==> config.mk <==
export PLATFORM = sky130hd
export DESIGN_NAME = uart_efc_regs
export DESIGN_NICKNAME = d
export VERILOG_FILES = /design/src/rtl/uart_efc_pkg.sv /design/src/rtl/flow_levels.sv /design/src/rtl/uart_efc_regs.sv
export SDC_FILE = /design/constraint.sdc
export NUM_CORES = 1
export LEC_CHECK = 0
export ABC_AREA = 1
export BUFFER_PORTS_ARGS = -buffer_cell sky130_fd_sc_hd__buf_2
export CAP_MARGIN = 0
export CORE_MARGIN = 2
export CORE_UTILIZATION = 35
export CTS_CLUSTER_DIAMETER = 60
export CTS_CLUSTER_SIZE = 12
export DETAILED_ROUTE_END_ITERATION = 12
export HOLD_SLACK_MARGIN = 0.02
export SLEW_MARGIN = 10
export SYNTH_ARGS = -nofsm -noshare
export SYNTH_HDL_FRONTEND = slang
export SYNTH_HIERARCHICAL = 1
export SYNTH_SLANG_ARGS = --single-unit
==> constraint.sdc <==
create_clock -name i_clk -period 2.25 [get_ports i_clk]
set_input_delay 0.3375 -clock i_clk [delete_from_list [all_inputs] [get_ports i_clk]]
set_output_delay 0.3375 -clock i_clk [all_outputs]
set_load 0.02 [all_outputs]
==> src/rtl/uart_efc_pkg.sv <==
// Constants shared by the enhanced feature, divisor and threshold register logic
package uart_efc_pkg;

	// Register addresses on the 3-bit host address bus
	localparam logic [2:0] ADDR_DIV_LOW = 3'h0;
	localparam logic [2:0] ADDR_DIV_HIGH = 3'h1;
	localparam logic [2:0] ADDR_IER = 3'h1;
	localparam logic [2:0] ADDR_EFR = 3'h2;
	localparam logic [2:0] ADDR_LCR = 3'h3;
	localparam logic [2:0] ADDR_MCR = 3'h4;
	localparam logic [2:0] ADDR_FLOW = 3'h6;
	localparam logic [2:0] ADDR_TRIG = 3'h7;

	// Line control value that opens the enhanced feature register
	localparam logic [7:0] LCR_EFR_KEY = 8'hbf;
	localparam int LCR_DIV_BIT = 7;

	// Enhanced feature control bits
	localparam int EFR_CTS_BIT = 7;
	localparam int EFR_RTS_BIT = 6;
	localparam int EFR_SPECIAL_BIT = 5;
	localparam int EFR_ENH_BIT = 4;

	localparam int IER_SLEEP_BIT = 4;
	localparam int FCR_ENABLE_BIT = 0;
	localparam int FCR_TX_SEL_LSB = 4;
	localparam int FCR_RX_SEL_LSB = 6;
	localparam int MCR_RTS_BIT = 1;
	localparam int MCR_RDY_EN_BIT = 2;
	localparam int MCR_LOOP_BIT = 4;
	localparam int MCR_EXT_BIT = 6;

	// Bits that only change while enhanced functions are enabled
	localparam logic [7:0] IER_ENH_MASK = 8'hf0;
	localparam logic [7:0] FCR_ENH_MASK = 8'h30;
	localparam logic [7:0] MCR_ENH_MASK = 8'he0;

	localparam logic [7:0] REG_RESET = 8'h00;

	// Trigger levels selected through the FIFO control register
	localparam logic [3:0][6:0] FCR_RX_LEVELS = {7'h3c, 7'h38, 7'h10, 7'h08};
	localparam logic [3:0][6:0] FCR_TX_LEVELS = {7'h38, 7'h20, 7'h10, 7'h08};

	// Position of this channel in the shared FIFO-ready register
	localparam logic [1:0] OWN_CHANNEL = 2'h0;

	// Nibble to FIFO level in steps of four
	function automatic logic [6:0] nibble_level(input logic [3:0] nib);
		return {1'b0, nib, 2'b00};
	endfunction

endpackage

==> src/rtl/flow_levels.sv <==
// Threshold resolution, RTS hysteresis and FIFO-ready comparison for one channel
`timescale 1ns/100ps
`default_nettype none
module flow_levels
	import uart_efc_pkg::*;
(
	input wire logic i_clk,
	input wire logic i_rst_n,
	input wire logic [7:0] i_flow_reg,
	input wire logic [7:0] i_trig_reg,
	input wire logic [7:0] i_fcr,
	input wire logic i_rts_en,
	input wire logic [6:0] i_rx_fill,
	input wire logic [6:0] i_tx_free,
	input wire logic i_rx_timeout,
	output logic [6:0] o_rx_trig,
	output logic [6:0] o_tx_trig,
	output logic [6:0] o_halt_level,
	output logic [6:0] o_resume_level,
	output logic o_halted,
	output logic o_rx_ready,
	output logic o_tx_ready
);

	// Halt in low nibble, resume in high nibble
	assign o_halt_level = nibble_level(i_flow_reg[3:0]); // [RULE8]
	assign o_resume_level = nibble_level(i_flow_reg[7:4]); // [RULE8]

	// Zero nibble falls back to the FIFO control selection
	always_comb begin
		if (i_trig_reg[7:4] == 4'h0) begin
			o_rx_trig = FCR_RX_LEVELS[i_fcr[FCR_RX_SEL_LSB +: 2]]; // [RULE13]
		end else begin
			o_rx_trig = nibble_level(i_trig_reg[7:4]); // [RULE11]
		end
		if (i_trig_reg[3:0] == 4'h0) begin
			o_tx_trig = FCR_TX_LEVELS[i_fcr[FCR_TX_SEL_LSB +: 2]]; // [RULE13]
		end else begin
			o_tx_trig = nibble_level(i_trig_reg[3:0]); // [RULE11]
		end
	end

	assign o_rx_ready = (i_rx_fill > o_rx_trig) || i_rx_timeout; // [RULE14]
	assign o_tx_ready = i_tx_free >= o_tx_trig; // [RULE15]

	// No ordering check on halt and resume; host keeps halt above resume
	always_ff @(posedge i_clk) begin // [RULE10]
		if (!i_rst_n) begin
			o_halted <= 1'b0;
		end else if (!i_rts_en) begin
			o_halted <= 1'b0;
		end else if (i_rx_fill >= o_halt_level) begin
			o_halted <= 1'b1; // [RULE2]
		end else if (i_rx_fill <= o_resume_level) begin
			o_halted <= 1'b0; // [RULE2]
		end
	end

endmodule // flow_levels
`default_nettype wire

==> src/rtl/uart_efc_regs.sv <==
// Enhanced feature, divisor and threshold registers of one UART channel
//
// Function
// [RULE1] CTS high halts transmitter when enabled
// [RULE2] RTS high at halt level, low at resume
// [RULE3] Match second Xoff character, flag special event
// [RULE4] Enhanced bit gates protected register bit writes
// [RULE5] Low four bits select software flow mode
// [RULE6] Divisor is high latch over low latch
// [RULE7] Host writes divisor before enabling sleep
// [RULE8] Threshold nibbles give resume and halt levels
// [RULE9] Threshold writes need enhanced and modem bit6
// [RULE10] Host orders halt above resume; unchecked
// [RULE11] Trigger nibbles give receive and transmit levels
// [RULE12] Trigger writes need enhanced and modem bit6
// [RULE13] Zero trigger nibble uses FIFO control level
// [RULE14] Upper ready bits: receive above trigger, timeout
// [RULE15] Lower ready bits: transmit space at trigger
// [RULE16] Ready register at address seven when enabled
// [RULE17] Interrupt ident bit four shows special event
// [RULE18] Channel A lowest bit, D highest bit
`timescale 1ns/100ps
`default_nettype none
module uart_efc_regs
	import uart_efc_pkg::*;
(
	input wire logic i_clk,
	input wire logic i_rst_n,
	input wire logic i_cs_n,
	input wire logic i_ior_n,
	input wire logic i_iow_n,
	input wire logic [2:0] i_addr,
	input wire logic [7:0] i_data,
	output logic [7:0] o_data,
	output logic o_data_oe,
	input wire logic i_cts_n,
	output logic o_rts_n,
	output logic o_tx_halt,
	input wire logic i_rx_char_valid,
	input wire logic [7:0] i_rx_char,
	input wire logic [7:0] i_xoff2_char,
	input wire logic [6:0] i_rx_fill,
	input wire logic [6:0] i_tx_free,
	input wire logic i_rx_timeout,
	input wire logic [3:0] i_peer_rx_ready,
	input wire logic [3:0] i_peer_tx_ready,
	output logic o_rx_ready,
	output logic o_tx_ready,
	output logic [6:0] o_rx_trigger,
	output logic [6:0] o_tx_trigger,
	output logic [15:0] o_divisor,
	output logic [3:0] o_sw_flow_mode,
	output logic o_special_irq,
	output logic o_sleep_en,
	output logic [7:0] o_ier,
	output logic [7:0] o_fcr,
	output logic [7:0] o_mcr,
	output logic [7:0] o_lcr
);

	logic cs_s1, cs_s2, ior_s1, ior_s2, iow_s1, iow_s2;
	logic cts_s1, cts_s2;
	logic [2:0] addr_s1, addr_s2, addr_lat;
	logic [7:0] data_s1, data_s2, data_lat;
	logic cs_prev, ior_prev, iow_prev;
	logic wr_fire, rd_fire;
	logic [7:0] div_low, div_high, interrupt_enable_reg, fifo_control_reg, lcr, modem_control_reg, enhanced_feature_control, flow_reg, trig_reg;
	logic special_flag, special_hit;
	logic div_sel, efr_sel, ext_sel, rdy_sel;
	logic [7:0] interrupt_ident_reg, fifo_rdy, next_rd_data;
	logic [6:0] rx_trig, tx_trig, halt_level, resume_level;
	logic halted, rx_rdy, tx_rdy;

	// Write honours a protected mask only while enhanced functions are off
	function automatic logic [7:0] masked_write(input logic [7:0] old_val,
		input logic [7:0] new_val, input logic [7:0] mask, input logic enh);
		if (enh) begin
			return new_val;
		end
		return (old_val & mask) | (new_val & ~mask);
	endfunction

	// Insert this channel's bit into a four-channel nibble, A lowest
	function automatic logic [3:0] place_own(input logic [3:0] peers, input logic own);
		logic [3:0] res;
		res = peers;
		res[OWN_CHANNEL] = own; // [RULE18]
		return res;
	endfunction

	// Host bus and CTS pin synchronisers
	always_ff @(posedge i_clk) begin
		if (!i_rst_n) begin
			cs_s1 <= 1'b1;
			cs_s2 <= 1'b1;
			ior_s1 <= 1'b1;
			ior_s2 <= 1'b1;
			iow_s1 <= 1'b1;
			iow_s2 <= 1'b1;
			cts_s1 <= 1'b1;
			cts_s2 <= 1'b1;
			addr_s1 <= 3'h0;
			addr_s2 <= 3'h0;
			data_s1 <= 8'h00;
			data_s2 <= 8'h00;
		end else begin
			cs_s1 <= i_cs_n;
			cs_s2 <= cs_s1;
			ior_s1 <= i_ior_n;
			ior_s2 <= ior_s1;
			iow_s1 <= i_iow_n;
			iow_s2 <= iow_s1;
			cts_s1 <= i_cts_n;
			cts_s2 <= cts_s1;
			addr_s1 <= i_addr;
			addr_s2 <= addr_s1;
			data_s1 <= i_data;
			data_s2 <= data_s1;
		end
	end

	// Address and data held while a strobe is low; acted on at its end
	always_ff @(posedge i_clk) begin
		if (!i_rst_n) begin
			cs_prev <= 1'b1;
			ior_prev <= 1'b1;
			iow_prev <= 1'b1;
			addr_lat <= 3'h0;
			data_lat <= 8'h00;
		end else begin
			cs_prev <= cs_s2;
			ior_prev <= ior_s2;
			iow_prev <= iow_s2;
			if (!cs_s2 && (!iow_s2 || !ior_s2)) begin
				addr_lat <= addr_s2;
				data_lat <= data_s2;
			end
		end
	end

	assign wr_fire = !iow_prev && iow_s2 && !cs_prev;
	assign rd_fire = !ior_prev && ior_s2 && !cs_prev;

	assign div_sel = lcr[LCR_DIV_BIT];
	assign efr_sel = lcr == LCR_EFR_KEY;
	assign ext_sel = enhanced_feature_control[EFR_ENH_BIT] && modem_control_reg[MCR_EXT_BIT] && !div_sel; // [RULE9] [RULE12]
	assign rdy_sel = modem_control_reg[MCR_RDY_EN_BIT] && !modem_control_reg[MCR_LOOP_BIT]; // [RULE16]

	// Divisor latches, frozen once sleep is enabled
	always_ff @(posedge i_clk) begin
		if (!i_rst_n) begin
			div_low <= REG_RESET;
			div_high <= REG_RESET;
		end else if (wr_fire && div_sel && !interrupt_enable_reg[IER_SLEEP_BIT]) begin // [RULE7]
			if (addr_lat == ADDR_DIV_LOW) begin
				div_low <= data_lat;
			end
			if (addr_lat == ADDR_DIV_HIGH) begin
				div_high <= data_lat;
			end
		end
	end

	// Base registers with enhanced-protected bits
	always_ff @(posedge i_clk) begin
		if (!i_rst_n) begin
			interrupt_enable_reg <= REG_RESET;
			fifo_control_reg <= REG_RESET;
			lcr <= REG_RESET;
			modem_control_reg <= REG_RESET;
			enhanced_feature_control <= REG_RESET;
		end else if (wr_fire) begin
			unique case (addr_lat)
				ADDR_IER: begin
					if (!div_sel) begin
						interrupt_enable_reg <= masked_write(interrupt_enable_reg, data_lat, IER_ENH_MASK, enhanced_feature_control[EFR_ENH_BIT]); // [RULE4]
					end
				end
				ADDR_EFR: begin
					if (efr_sel) begin
						enhanced_feature_control <= data_lat;
					end else begin
						fifo_control_reg <= masked_write(fifo_control_reg, data_lat, FCR_ENH_MASK, enhanced_feature_control[EFR_ENH_BIT]); // [RULE4]
					end
				end
				ADDR_LCR: begin
					lcr <= data_lat;
				end
				ADDR_MCR: begin
					modem_control_reg <= masked_write(modem_control_reg, data_lat, MCR_ENH_MASK, enhanced_feature_control[EFR_ENH_BIT]); // [RULE4]
				end
				default: begin
				end
			endcase
		end
	end

	// Threshold and trigger registers behind the extended access gate
	always_ff @(posedge i_clk) begin
		if (!i_rst_n) begin
			flow_reg <= REG_RESET;
			trig_reg <= REG_RESET;
		end else if (wr_fire && ext_sel) begin
			if (addr_lat == ADDR_FLOW) begin
				flow_reg <= data_lat; // [RULE9]
			end
			if (addr_lat == ADDR_TRIG) begin
				trig_reg <= data_lat; // [RULE12]
			end
		end
	end

	// Special character event; a new match beats the clear by ident read
	assign special_hit = enhanced_feature_control[EFR_SPECIAL_BIT] && i_rx_char_valid && (i_rx_char == i_xoff2_char);
	always_ff @(posedge i_clk) begin
		if (!i_rst_n) begin
			special_flag <= 1'b0;
		end else if (special_hit) begin
			special_flag <= 1'b1; // [RULE3]
		end else if (rd_fire && addr_lat == ADDR_EFR && !efr_sel) begin
			special_flag <= 1'b0;
		end
	end

	// Only the special source is known here; it takes the level five code
	assign interrupt_ident_reg = {fifo_control_reg[FCR_ENABLE_BIT], fifo_control_reg[FCR_ENABLE_BIT], 1'b0, special_flag, 3'h0,
		!special_flag}; // [RULE17]

	flow_levels u_levels (
		.i_clk(i_clk),
		.i_rst_n(i_rst_n),
		.i_flow_reg(flow_reg),
		.i_trig_reg(trig_reg),
		.i_fcr(fifo_control_reg),
		.i_rts_en(enhanced_feature_control[EFR_RTS_BIT]),
		.i_rx_fill(i_rx_fill),
		.i_tx_free(i_tx_free),
		.i_rx_timeout(i_rx_timeout),
		.o_rx_trig(rx_trig),
		.o_tx_trig(tx_trig),
		.o_halt_level(halt_level),
		.o_resume_level(resume_level),
		.o_halted(halted),
		.o_rx_ready(rx_rdy),
		.o_tx_ready(tx_rdy)
	);

	assign fifo_rdy = {place_own(i_peer_rx_ready, rx_rdy), place_own(i_peer_tx_ready, tx_rdy)}; // [RULE14] [RULE15]

	// Read data selection
	always_comb begin
		next_rd_data = 8'h00;
		unique case (addr_s2)
			ADDR_DIV_LOW: next_rd_data = div_sel ? div_low : 8'h00;
			ADDR_DIV_HIGH: next_rd_data = div_sel ? div_high : interrupt_enable_reg;
			ADDR_EFR: next_rd_data = efr_sel ? enhanced_feature_control : interrupt_ident_reg;
			ADDR_LCR: next_rd_data = lcr;
			ADDR_MCR: next_rd_data = modem_control_reg;
			ADDR_FLOW: next_rd_data = ext_sel ? flow_reg : 8'h00;
			ADDR_TRIG: begin
				if (ext_sel) begin
					next_rd_data = trig_reg;
				end else if (rdy_sel) begin
					next_rd_data = fifo_rdy; // [RULE16]
				end
			end
			default: next_rd_data = 8'h00;
		endcase
	end

	always_ff @(posedge i_clk) begin
		if (!i_rst_n) begin
			o_data <= 8'h00;
			o_data_oe <= 1'b0;
		end else begin
			o_data_oe <= !cs_s2 && !ior_s2;
			o_data <= next_rd_data;
		end
	end

	// Flow control pins
	always_ff @(posedge i_clk) begin
		if (!i_rst_n) begin
			o_tx_halt <= 1'b0;
			o_rts_n <= 1'b1;
		end else begin
			o_tx_halt <= enhanced_feature_control[EFR_CTS_BIT] && cts_s2; // [RULE1]
			o_rts_n <= enhanced_feature_control[EFR_RTS_BIT] ? halted : !modem_control_reg[MCR_RTS_BIT]; // [RULE2]
		end
	end

	// Registered copies toward the shifter, FIFOs and interrupt logic
	always_ff @(posedge i_clk) begin
		if (!i_rst_n) begin
			o_divisor <= 16'h0000;
			o_sw_flow_mode <= 4'h0;
			o_rx_trigger <= 7'h00;
			o_tx_trigger <= 7'h00;
			o_rx_ready <= 1'b0;
			o_tx_ready <= 1'b0;
			o_special_irq <= 1'b0;
			o_sleep_en <= 1'b0;
			o_ier <= REG_RESET;
			o_fcr <= REG_RESET;
			o_mcr <= REG_RESET;
			o_lcr <= REG_RESET;
		end else begin
			o_divisor <= {div_high, div_low}; // [RULE6]
			o_sw_flow_mode <= enhanced_feature_control[3:0]; // [RULE5]
			o_rx_trigger <= rx_trig;
			o_tx_trigger <= tx_trig;
			o_rx_ready <= rx_rdy;
			o_tx_ready <= tx_rdy;
			o_special_irq <= special_flag;
			o_sleep_en <= interrupt_enable_reg[IER_SLEEP_BIT];
			o_ier <= interrupt_enable_reg;
			o_fcr <= fifo_control_reg;
			o_mcr <= modem_control_reg;
			o_lcr <= lcr;
		end
	end

	property p_cts_halt;
		@(posedge i_clk) disable iff (!i_rst_n)
		(enhanced_feature_control[EFR_CTS_BIT] && cts_s2) |=> o_tx_halt;
	endproperty
	a_cts_halt: assert property (p_cts_halt) else $error("tx not halted on cts high"); // [RULE1]

	property p_rts_halt;
		@(posedge i_clk) disable iff (!i_rst_n)
		(enhanced_feature_control[EFR_RTS_BIT] && i_rx_fill >= halt_level) ##1 enhanced_feature_control[EFR_RTS_BIT] |=> o_rts_n;
	endproperty
	a_rts_halt: assert property (p_rts_halt) else $error("rts not raised at halt level"); // [RULE2]

	property p_rts_resume;
		@(posedge i_clk) disable iff (!i_rst_n)
		(enhanced_feature_control[EFR_RTS_BIT] && i_rx_fill <= resume_level && i_rx_fill < halt_level)
			##1 enhanced_feature_control[EFR_RTS_BIT] |=> !o_rts_n;
	endproperty
	a_rts_resume: assert property (p_rts_resume) else $error("rts not lowered at resume"); // [RULE2]

	property p_special_set;
		@(posedge i_clk) disable iff (!i_rst_n)
		special_hit |=> special_flag ##1 o_special_irq;
	endproperty
	a_special_set: assert property (p_special_set) else $error("special match not flagged"); // [RULE3]

	property p_ier_protect;
		@(posedge i_clk) disable iff (!i_rst_n)
		(wr_fire && addr_lat == ADDR_IER && !div_sel && !enhanced_feature_control[EFR_ENH_BIT])
			|=> interrupt_enable_reg[7:4] == $past(interrupt_enable_reg[7:4]);
	endproperty
	a_ier_protect: assert property (p_ier_protect) else $error("protected ier bits changed"); // [RULE4]

	property p_div_high;
		@(posedge i_clk) disable iff (!i_rst_n)
		(wr_fire && addr_lat == ADDR_DIV_HIGH && div_sel && !interrupt_enable_reg[IER_SLEEP_BIT])
			|=> ##1 o_divisor[15:8] == $past(data_lat, 2);
	endproperty
	a_div_high: assert property (p_div_high) else $error("divisor high byte wrong"); // [RULE6]

	property p_div_sleep;
		@(posedge i_clk) disable iff (!i_rst_n)
		(wr_fire && interrupt_enable_reg[IER_SLEEP_BIT]) |=> $stable(div_low) && $stable(div_high);
	endproperty
	a_div_sleep: assert property (p_div_sleep) else $error("divisor written in sleep"); // [RULE7]

	property p_flow_guard;
		@(posedge i_clk) disable iff (!i_rst_n)
		(wr_fire && addr_lat == ADDR_FLOW && !(enhanced_feature_control[EFR_ENH_BIT] && modem_control_reg[MCR_EXT_BIT]))
			|=> $stable(flow_reg);
	endproperty
	a_flow_guard: assert property (p_flow_guard) else $error("threshold write not blocked"); // [RULE9]

	property p_trig_guard;
		@(posedge i_clk) disable iff (!i_rst_n)
		(wr_fire && addr_lat == ADDR_TRIG && !(enhanced_feature_control[EFR_ENH_BIT] && modem_control_reg[MCR_EXT_BIT]))
			|=> $stable(trig_reg);
	endproperty
	a_trig_guard: assert property (p_trig_guard) else $error("trigger write not blocked"); // [RULE12]

	property p_trig_fallback;
		@(posedge i_clk) disable iff (!i_rst_n)
		(trig_reg[7:4] == 4'h0) |=> o_rx_trigger == FCR_RX_LEVELS[$past(fifo_control_reg[7:6])];
	endproperty
	a_trig_fallback: assert property (p_trig_fallback) else $error("rx trigger fallback wrong"); // [RULE13]

	property p_rx_ready;
		@(posedge i_clk) disable iff (!i_rst_n)
		1'b1 |=> o_rx_ready == ($past(i_rx_fill) > $past(rx_trig) || $past(i_rx_timeout));
	endproperty
	a_rx_ready: assert property (p_rx_ready) else $error("rx ready wrong"); // [RULE14]

	property p_tx_ready;
		@(posedge i_clk) disable iff (!i_rst_n)
		(i_tx_free < tx_trig) |=> !o_tx_ready;
	endproperty
	a_tx_ready: assert property (p_tx_ready) else $error("tx ready set without space"); // [RULE15]

	property p_rdy_read;
		@(posedge i_clk) disable iff (!i_rst_n)
		(!cs_s2 && !ior_s2 && addr_s2 == ADDR_TRIG && !ext_sel && rdy_sel)
			|=> o_data_oe && o_data == $past(fifo_rdy);
	endproperty
	a_rdy_read: assert property (p_rdy_read) else $error("fifo ready read wrong"); // [RULE16]

	property p_iir_bit;
		@(posedge i_clk) disable iff (!i_rst_n)
		(special_flag && !cs_s2 && !ior_s2 && addr_s2 == ADDR_EFR && !efr_sel)
			|=> o_data[4] && !o_data[0];
	endproperty
	a_iir_bit: assert property (p_iir_bit) else $error("ident bit four not shown"); // [RULE17]

endmodule // uart_efc_regs
`default_nettype wire
==> metrics.md, run 1 <==
| Metric | Value |
|---|---|
| TNS Setup | `0 ns` |
| P per Cell Area | `between 700 and 800 nW/um2` |
| Share of layout cells above drive strength 1 | `0.1868` |
| WP data arrival | `approximately 2.4 ns` |
| Area Overhead vs Synth | `20.27%` |
| Nature of the critical path startpoint | `flip-flop` |
| Min Clock Period, post-route | `2.089 ns` |
| Clock skew | `between 0.009 and 0.01 ns` |
| Crit end category | `flip-flop` |
| CTS Buf Count | `17` |
| Hold Buf Count CTS | `0` |
| Clk buf depth | `2` |
| Initial Util | `0.3559` |
| Fillers | `roughly 2300` |
| Final Wtd Congestion | `0.9499` |
| Drt first pass iters | `5` |
| Final period util | `0.9286` |
| Die area | `23400 um2` |
| Biggest register | `o_divisor` |
| Placed insts | `around 1400` |
| Outcome | `complete, no violations` |
| CTS tree | `built` |
| Initial antenna violation count | `0` |
| Syn Area/Cell | `between 7 and 8 um2` |
| Hold path start | `i_data[3]` |
| Port buffer count | `135` |
| Rows | `54` |
| Hold Crit Class | `in2reg` |
| CP required | `2.60 ns` |
| Endpoints failing hold | `0` |
| DIE WIDTH | `approximately 150 um` |
| Mapped Cells | `1040` |
| Cell area after synthesis | `around 7800 um2` |
| Root buffer cell | `clkbuf_16` |
| IO Count | `138` |
| Fmax | `about 0.48 GHz` |
| Crit path kind | `reg2reg` |
| CTS H-tree depth | `4` |
| Pin count of the biggest net entering global routing | `96` |
| Setup-failing EPs final | `0` |
| Pins Over Slew Limit | `0` |
| Remaining global-route overflow | `0` |
| Max VDD drop | `~0.00047 V` |
| FF-to-FF Start | `trig_reg[5]$_SDFFE_PN0P_` |
| DRT antenna net count | `0` |
| CP Max Fanout | `3` |
| Clock Pin Slew Worst Setup and Hold Paths | `0.07 ns` |
| Number of clock sinks | `approximately 200` |
| Detailed-route vias per instance | `4.459` |
| CP Launch Point | `trig_reg[5]$_SDFFE_PN0P_` |
| Via Count | `6501` |
| HPWL Detailed | `about 15 mm` |
| Max Cap Viol | `0` |
| WL final | `20.18 mm` |
| Nets | `~1200` |
| Synth warn | `6` |
| Fin cells | `1458` |
| Remaining DRCs | `0` |
| Clock Latency Late Sink | `0.43 ns` |
| Initial DRC Count | `between 300 and 400` |
| Max-Slew Margin vs Limit | `0.5375` |
| Vias in the first global route | `6089` |
| Core area | `21820 um2` |
| GRT Overall Usage | `0.1743` |
| Slew @ Worst Pin | `0.6892 ns` |
| Die span in y | `~150 um` |
| Pleak | `4.933 nW` |
| Global-route wire length before repair | `about 32 mm` |
| Max FFs per register | `16` |
| Diode count | `0` |
| Wire per inst | `13.84 um` |
-- routing by layer --
layer  vias up  GRT usage  routed length, um
li1       3409          -                  -
met1      2932     0.2437              10110
met2       142     0.2802               9137
met3        18    0.03005                716
met4         0    0.04497                221
met5         -          0                  0
-- critical path: stages (launching register included) --
cell      delay [ns]
dfxtp_2         0.33
nor2_1          0.09
nand3_1         0.09
inv_1           0.08
o21ai_1         0.06
nand2_1         0.10
inv_2           0.05
ha_4            0.27
nand2_2         0.05
nor2_2          0.11
nand2_1         0.06
o211ai_1        0.07
nand2_1         0.07
nand2_1         0.09
nand2_1         0.06
nand2_1         0.08
nand3_2         0.09
nand2_1         0.08
nor2_1          0.04
a21oi_1         0.15
-- cell type report --
type                            instances  area, um2  share of cell area
Timing Repair Buffer                  147      780.7             0.08359
Multi-Input combinational cell        606       2912              0.3117
Inverter                              195      732.0             0.07837
Sequential cell                       198       3968              0.4248
Clock buffer                           19      432.9             0.04635
Clock inverter                         13      165.2             0.01768
Tap cell                              280      350.3             0.03751
-- repair_timing --
item / 4_1_cts / 5_1_grt
endpoints found under the setup margin: 0 / 2
setup buffers: 0 / 2
gates resized for setup: 0 / 12
-- cells in the final DEF (no fill, tap or decap), types with 2 or more instances in the layout --
cell and instances:
inv_6 3, nand3_2 6, xor2_1 4, clkinv_4 4, inv_8 2, o21ai_1 5
buf_2 134, ha_1 14, dfxtp_1 195, conb_1 6, nand2_2 4, nor3_2 2
nand3_1 32, nor2_1 107, ha_4 2, inv_1 188, nand2_1 233, clkbuf_16 17
bufinv_16 2, o211ai_1 4, a21oi_1 61, inv_2 6, nor2_2 6, clkbuf_1 2
nor3_1 3, o21ai_0 79, dfxtp_2 3, nand4_1 8, buf_4 12, o21a_1 9
or2_2 10, o21ai_2 2
-- final timing paths --
| check | to | slack, ns | depth (start not counted) |
|---|---|---|---|
| setup / recovery | o_data[4]$_SDFF_PN0_ | 0.16 | 19 |
| hold / removal | data_s1[3]$_SDFF_PN0_ | 0.09 | 3 |
| hold reg to reg | data_s2[3]$_SDFF_PN0_ | 0.41 | 2 |
| setup reg to reg | o_data[4]$_SDFF_PN0_ | 0.16 | 19 |
-- stage by stage --
| step | util | setup WS [ns] | instance area [um2] | hold slack, ns | total power [mW] |
|---|---|---|---|---|---|
| finish | 0.4280 | 0.1606 | 9340 | 0.08630 | 6.950 |
| CTS | 0.4252 | 0.1785 | 9279 | 0.07190 | 7.005 |
| global route | 0.4280 | -0.04484 | 9340 | 0.07560 | 7.188 |
| detailed placement | 0.3978 | 0.2007 | 8681 | 0.3960 | 3.930 |
| floorplan | - | 0.4333 | 7785 | 0.3895 | 3.819 |
| global placement | 0.3978 | 0.2235 | 8681 | 0.3952 | 3.926 |
-- power by group --
| group | internal, mW | switching (mW) | total (mW) |
|---|---|---|---|
| Combinational | 0.108 | 0.170 | 0.278 |
| Clock | 1.68 | 1.42 | 3.10 |
| Sequential | 3.54 | 0.0317 | 3.57 |
No activity file was read; power rests on OpenSTA's default activity.
==> inputs of run 2 (changes only) <==
--- a/config.mk
+++ b/config.mk
@@ -14,6 +14,7 @@
 export CTS_CLUSTER_SIZE = 12
 export DETAILED_ROUTE_END_ITERATION = 12
 export HOLD_SLACK_MARGIN = 0.02
+export PLACE_DENSITY_LB_ADDON = 0.25
 export SLEW_MARGIN = 10
 export SYNTH_ARGS = -nofsm -noshare
 export SYNTH_HDL_FRONTEND = slang
==> run 2 against run 1 <==
Effect of this change: power down 0.38%; maximum frequency grew 2.2%; design area about the same; final cell count about the same; register-to-register slack improved by 0.05 ns; count of clock-buffer cells in the layout grew 1; setup slack better by 0.045 ns; clock skew increased by 0.015 ns; flip-flop and latch count unchanged; first-iteration DRC count up 17%; hold slack got worse by 0.0084 ns; routed wire length down 1.4%; critical endpoint is now o_data[0]$_SDFF_PN0_; largest cell class unchanged; highest routed layer unchanged.
==> metrics.md, run 2 (synthesis results as in run 1) <==
| Metric | Value |
|---|---|
| Biggest register | `o_divisor (unchanged)` |
| Clk buf depth | `2 (unchanged)` |
| Setup-failing EPs final | `0 (unchanged)` |
| DIE WIDTH | `153.0 um (unchanged)` |
| Max Cap Viol | `0 (unchanged)` |
| Tot Pwr | `6.924 mW (was 6.950 mW)` |
| GRT Overall Usage | `0.1761 (was 0.1743)` |
| Max FFs per register | `16 (unchanged)` |
| Initial DRC Count | `408 (was 348)` |
| Fin cells | `1459 (was 1458)` |
| Number of clock sinks | `198 (unchanged)` |
| Hold Buf Count CTS | `0 (unchanged)` |
| Vias in the first global route | `6093 (was 6089)` |
| Share of layout cells above drive strength 1 | `0.1891 (was 0.1868)` |
| Remaining DRCs | `0 (unchanged)` |
| Top delay family on crit path | `simple AND/OR/NAND/NOR gates (unchanged)` |
| CP required | `2.61 ns (was 2.60 ns)` |
| Crit path kind | `reg2reg (unchanged)` |
| CTS Buf Count | `17 (unchanged)` |
| Root buffer cell | `clkbuf_16 (unchanged)` |
| Top layer in use | `met4 (unchanged)` |
| Pin count of the biggest net entering global routing | `85 (was 96)` |
| WP buf/inv | `1 (was 2)` |
| Routed length on met2 | `9.414 mm (was 9.137 mm)` |
| Util after Layout | `0.4282 (was 0.4280)` |
| Fmax | `0.4892 GHz (was 0.4786 GHz)` |
| WP data arrival | `2.41 ns (was 2.44 ns)` |
| Setup WS pre-CTS | `0.1982 ns (was 0.2007 ns)` |
| Placed insts | `1426 (was 1424)` |
| CTS H-tree depth | `4 (unchanged)` |
| Internal reg-to-reg setup slack | `0.21 ns (was 0.16 ns)` |
| Final period util | `0.9084 (was 0.9286)` |
| Clock Latency Late Sink | `0.45 ns (was 0.43 ns)` |
| Port buffer count | `135 (unchanged)` |
| Nature of the critical path startpoint | `flip-flop (unchanged)` |
| Die span in y | `153.0 um (unchanged)` |
| Hold WS | `0.07790 ns (was 0.08630 ns)` |
| Hold Crit Class | `in2reg (unchanged)` |
| Pleak | `4.940 nW (was 4.933 nW)` |
| Clock Pin Slew Worst Setup and Hold Paths | `0.07 ns (about the same)` |
| Min Clock Period, post-route | `2.044 ns (was 2.089 ns)` |
| Endpoints failing hold | `0 (unchanged)` |
| Final Wtd Congestion | `0.9040 (was 0.9499)` |
| Remaining global-route overflow | `0 (unchanged)` |
| CTS tree | `built (unchanged)` |
| Clock skew | `0.02487 ns (was 0.009405 ns)` |
| Initial antenna violation count | `0 (unchanged)` |
| HPWL Detailed | `14.46 mm (was 14.55 mm)` |
| Wire per inst | `13.64 um (was 13.84 um)` |
| Die area | `23400 um2 (unchanged)` |
| Crit end category | `flip-flop (unchanged)` |
| Crit path cell chain | `nor2_1 > nand2_1 > o21ai_1 > inv_1 > ha_1 > nand2_1 > nor3b_1 > nand2_1 > nand4_1 > nand2_1 > nand2_1 > nand3_1 > nand3_1 > nor2_1 > nor2_1 (was nor2_1 > nand3_1 > inv_1 > o21ai_1 > nand2_1 > inv_2 > ha_4 > nand2_2 > nor2_2 > nand2_1 > o211ai_1 > nand2_1 > nand2_1 > nand2_1 > nand2_1 > nand3_2 > nand2_1 > nor2_1 > a21oi_1)` |
| Nets | `1239 (was 1238)` |
| Max VDD drop | `0.0004750 V (was 0.0004742 V)` |
| Max-Slew Margin vs Limit | `0.5406 (was 0.5375)` |
| Via Count | `6400 (was 6501)` |
| WL final | `19.90 mm (was 20.18 mm)` |
| CP max stage delay | `0.34 ns (was 0.33 ns)` |
| Critical-path top delay cell | `dfxtp_1 (was dfxtp_2)` |
| Setup slack after layout | `0.2060 ns (was 0.1606 ns)` |
| Slew @ Worst Pin | `0.6884 ns (was 0.6892 ns)` |
| Pins Over Slew Limit | `0 (unchanged)` |
| DRT antenna net count | `0 (unchanged)` |
| CP Max Fanout | `4 (was 3)` |
| Commonest non-fill, non-tap cells in the layout | `nand2_1 (232), dfxtp_1 (197), inv_1 (187), buf_2 (134), nor2_1 (106) (was nand2_1 (233), dfxtp_1 (195), inv_1 (188), buf_2 (134), nor2_1 (107))` |
| Drt first pass iters | `5 (unchanged)` |
| Post-route met1 wirelength | `9.361 mm (was 10.11 mm)` |
| Most common cell after layout, fill and taps aside | `nand2_1 (unchanged)` |
| P per Cell Area | `741.0 nW/um2 (was 744.1 nW/um2)` |
| Rows | `54 (unchanged)` |
| Met3 wire len | `965 um (was 716 um)` |
| Diode count | `0 (unchanged)` |
| Fillers | `2320 (was 2275)` |
| Crit-path most repeated cell | `nand2_1 (unchanged)` |
| Initial Util | `0.3559 (unchanged)` |
| Detailed-route vias per instance | `4.387 (was 4.459)` |
| Core area | `21820 um2 (unchanged)` |
| IO Count | `138 (unchanged)` |
| Area Overhead vs Synth | `20.32% (was 20.27%)` |
| Outcome | `complete, no violations (unchanged)` |
| Global-route wire length before repair | `32.11 mm (was 32.07 mm)` |
==> run 2: changes by cell type in the layout (fill, tap and decap cells not counted), moves of 2 or more <==
cell,delta
clkbuf_1,-2
dfxtp_2,-2
dfxtp_1,+2
clkinvlp_4,+2
clkbuf_8,+3
clkinv_4,-2
==> run 2: worst paths after layout <==
kind                           end                     start  cells past startpoint
max           o_data[0]$_SDFF_PN0_  trig_reg[1]$_SDFFE_PN0P_                     15
min          data_s1[5]$_SDFF_PN0_                 i_data[5]                      3
max reg2reg   o_data[0]$_SDFF_PN0_  trig_reg[1]$_SDFFE_PN0P_                     15
min reg2reg  data_s2[7]$_SDFF_PN0_     data_s1[7]$_SDFF_PN0_                      2
==> run 2: stage by stage <==
step / setup TNS [ns] / area (um2)
after detailed placement: 0 / 8696
after global routing: -0.008092 / 9344
after floorplan: 0 / 7785
after global placement: 0 / 8696
final: 0 / 9344
after CTS: 0 / 9299
==> run 2: where the power goes <==
part | internal, mW | leakage [nW] | switching [mW] | total (mW)
clock | 1.66 | 0.291 | 1.42 | 3.08
combinational | 0.106 | 3.04 | 0.166 | 0.272
sequential | 3.54 | 1.61 | 0.0309 | 3.57
total | 5.31 | 4.94 | 1.62 | 6.92
==> run 2: per-layer routing <==
layer,track usage,up-vias
li1,-,3417
met1,0.2395,2850
met2,0.2838,127
met3,0.03431,6
met4,0.05423,0
met5,0,-
==> run 2: area by class of cell <==
type | instances | area [um2] | area share
Timing Repair Buffer | 148 | 788.3 | 0.08436
Clock inverter | 12 | 136.4 | 0.01460
Tap cell | 280 | 350.3 | 0.03749
Multi-Input combinational cell | 606 | 2905 | 0.3109
Clock buffer | 20 | 466.7 | 0.04995
Sequential cell | 198 | 3965 | 0.4243
Inverter | 195 | 732.0 | 0.07833
==> run 2: what timing repair did <==
item	in CTS	in global routing
buffers inserted	0	1
gates resized for setup	0	12
endpoints found under the setup margin	0	1
==> run 2: worst register-to-register path, cell delays in order, from the launching register on <==
cell,delay (ns)
dfxtp_1,0.34
nor2_1,0.15
nand2_1,0.08
o21ai_1,0.17
inv_1,0.06
ha_1,0.31
nand2_1,0.06
nor3b_1,0.17
nand2_1,0.08
nand4_1,0.13
nand2_1,0.07
nand2_1,0.07
nand3_1,0.08
nand3_1,0.09
nor2_1,0.04
nor2_1,0.07
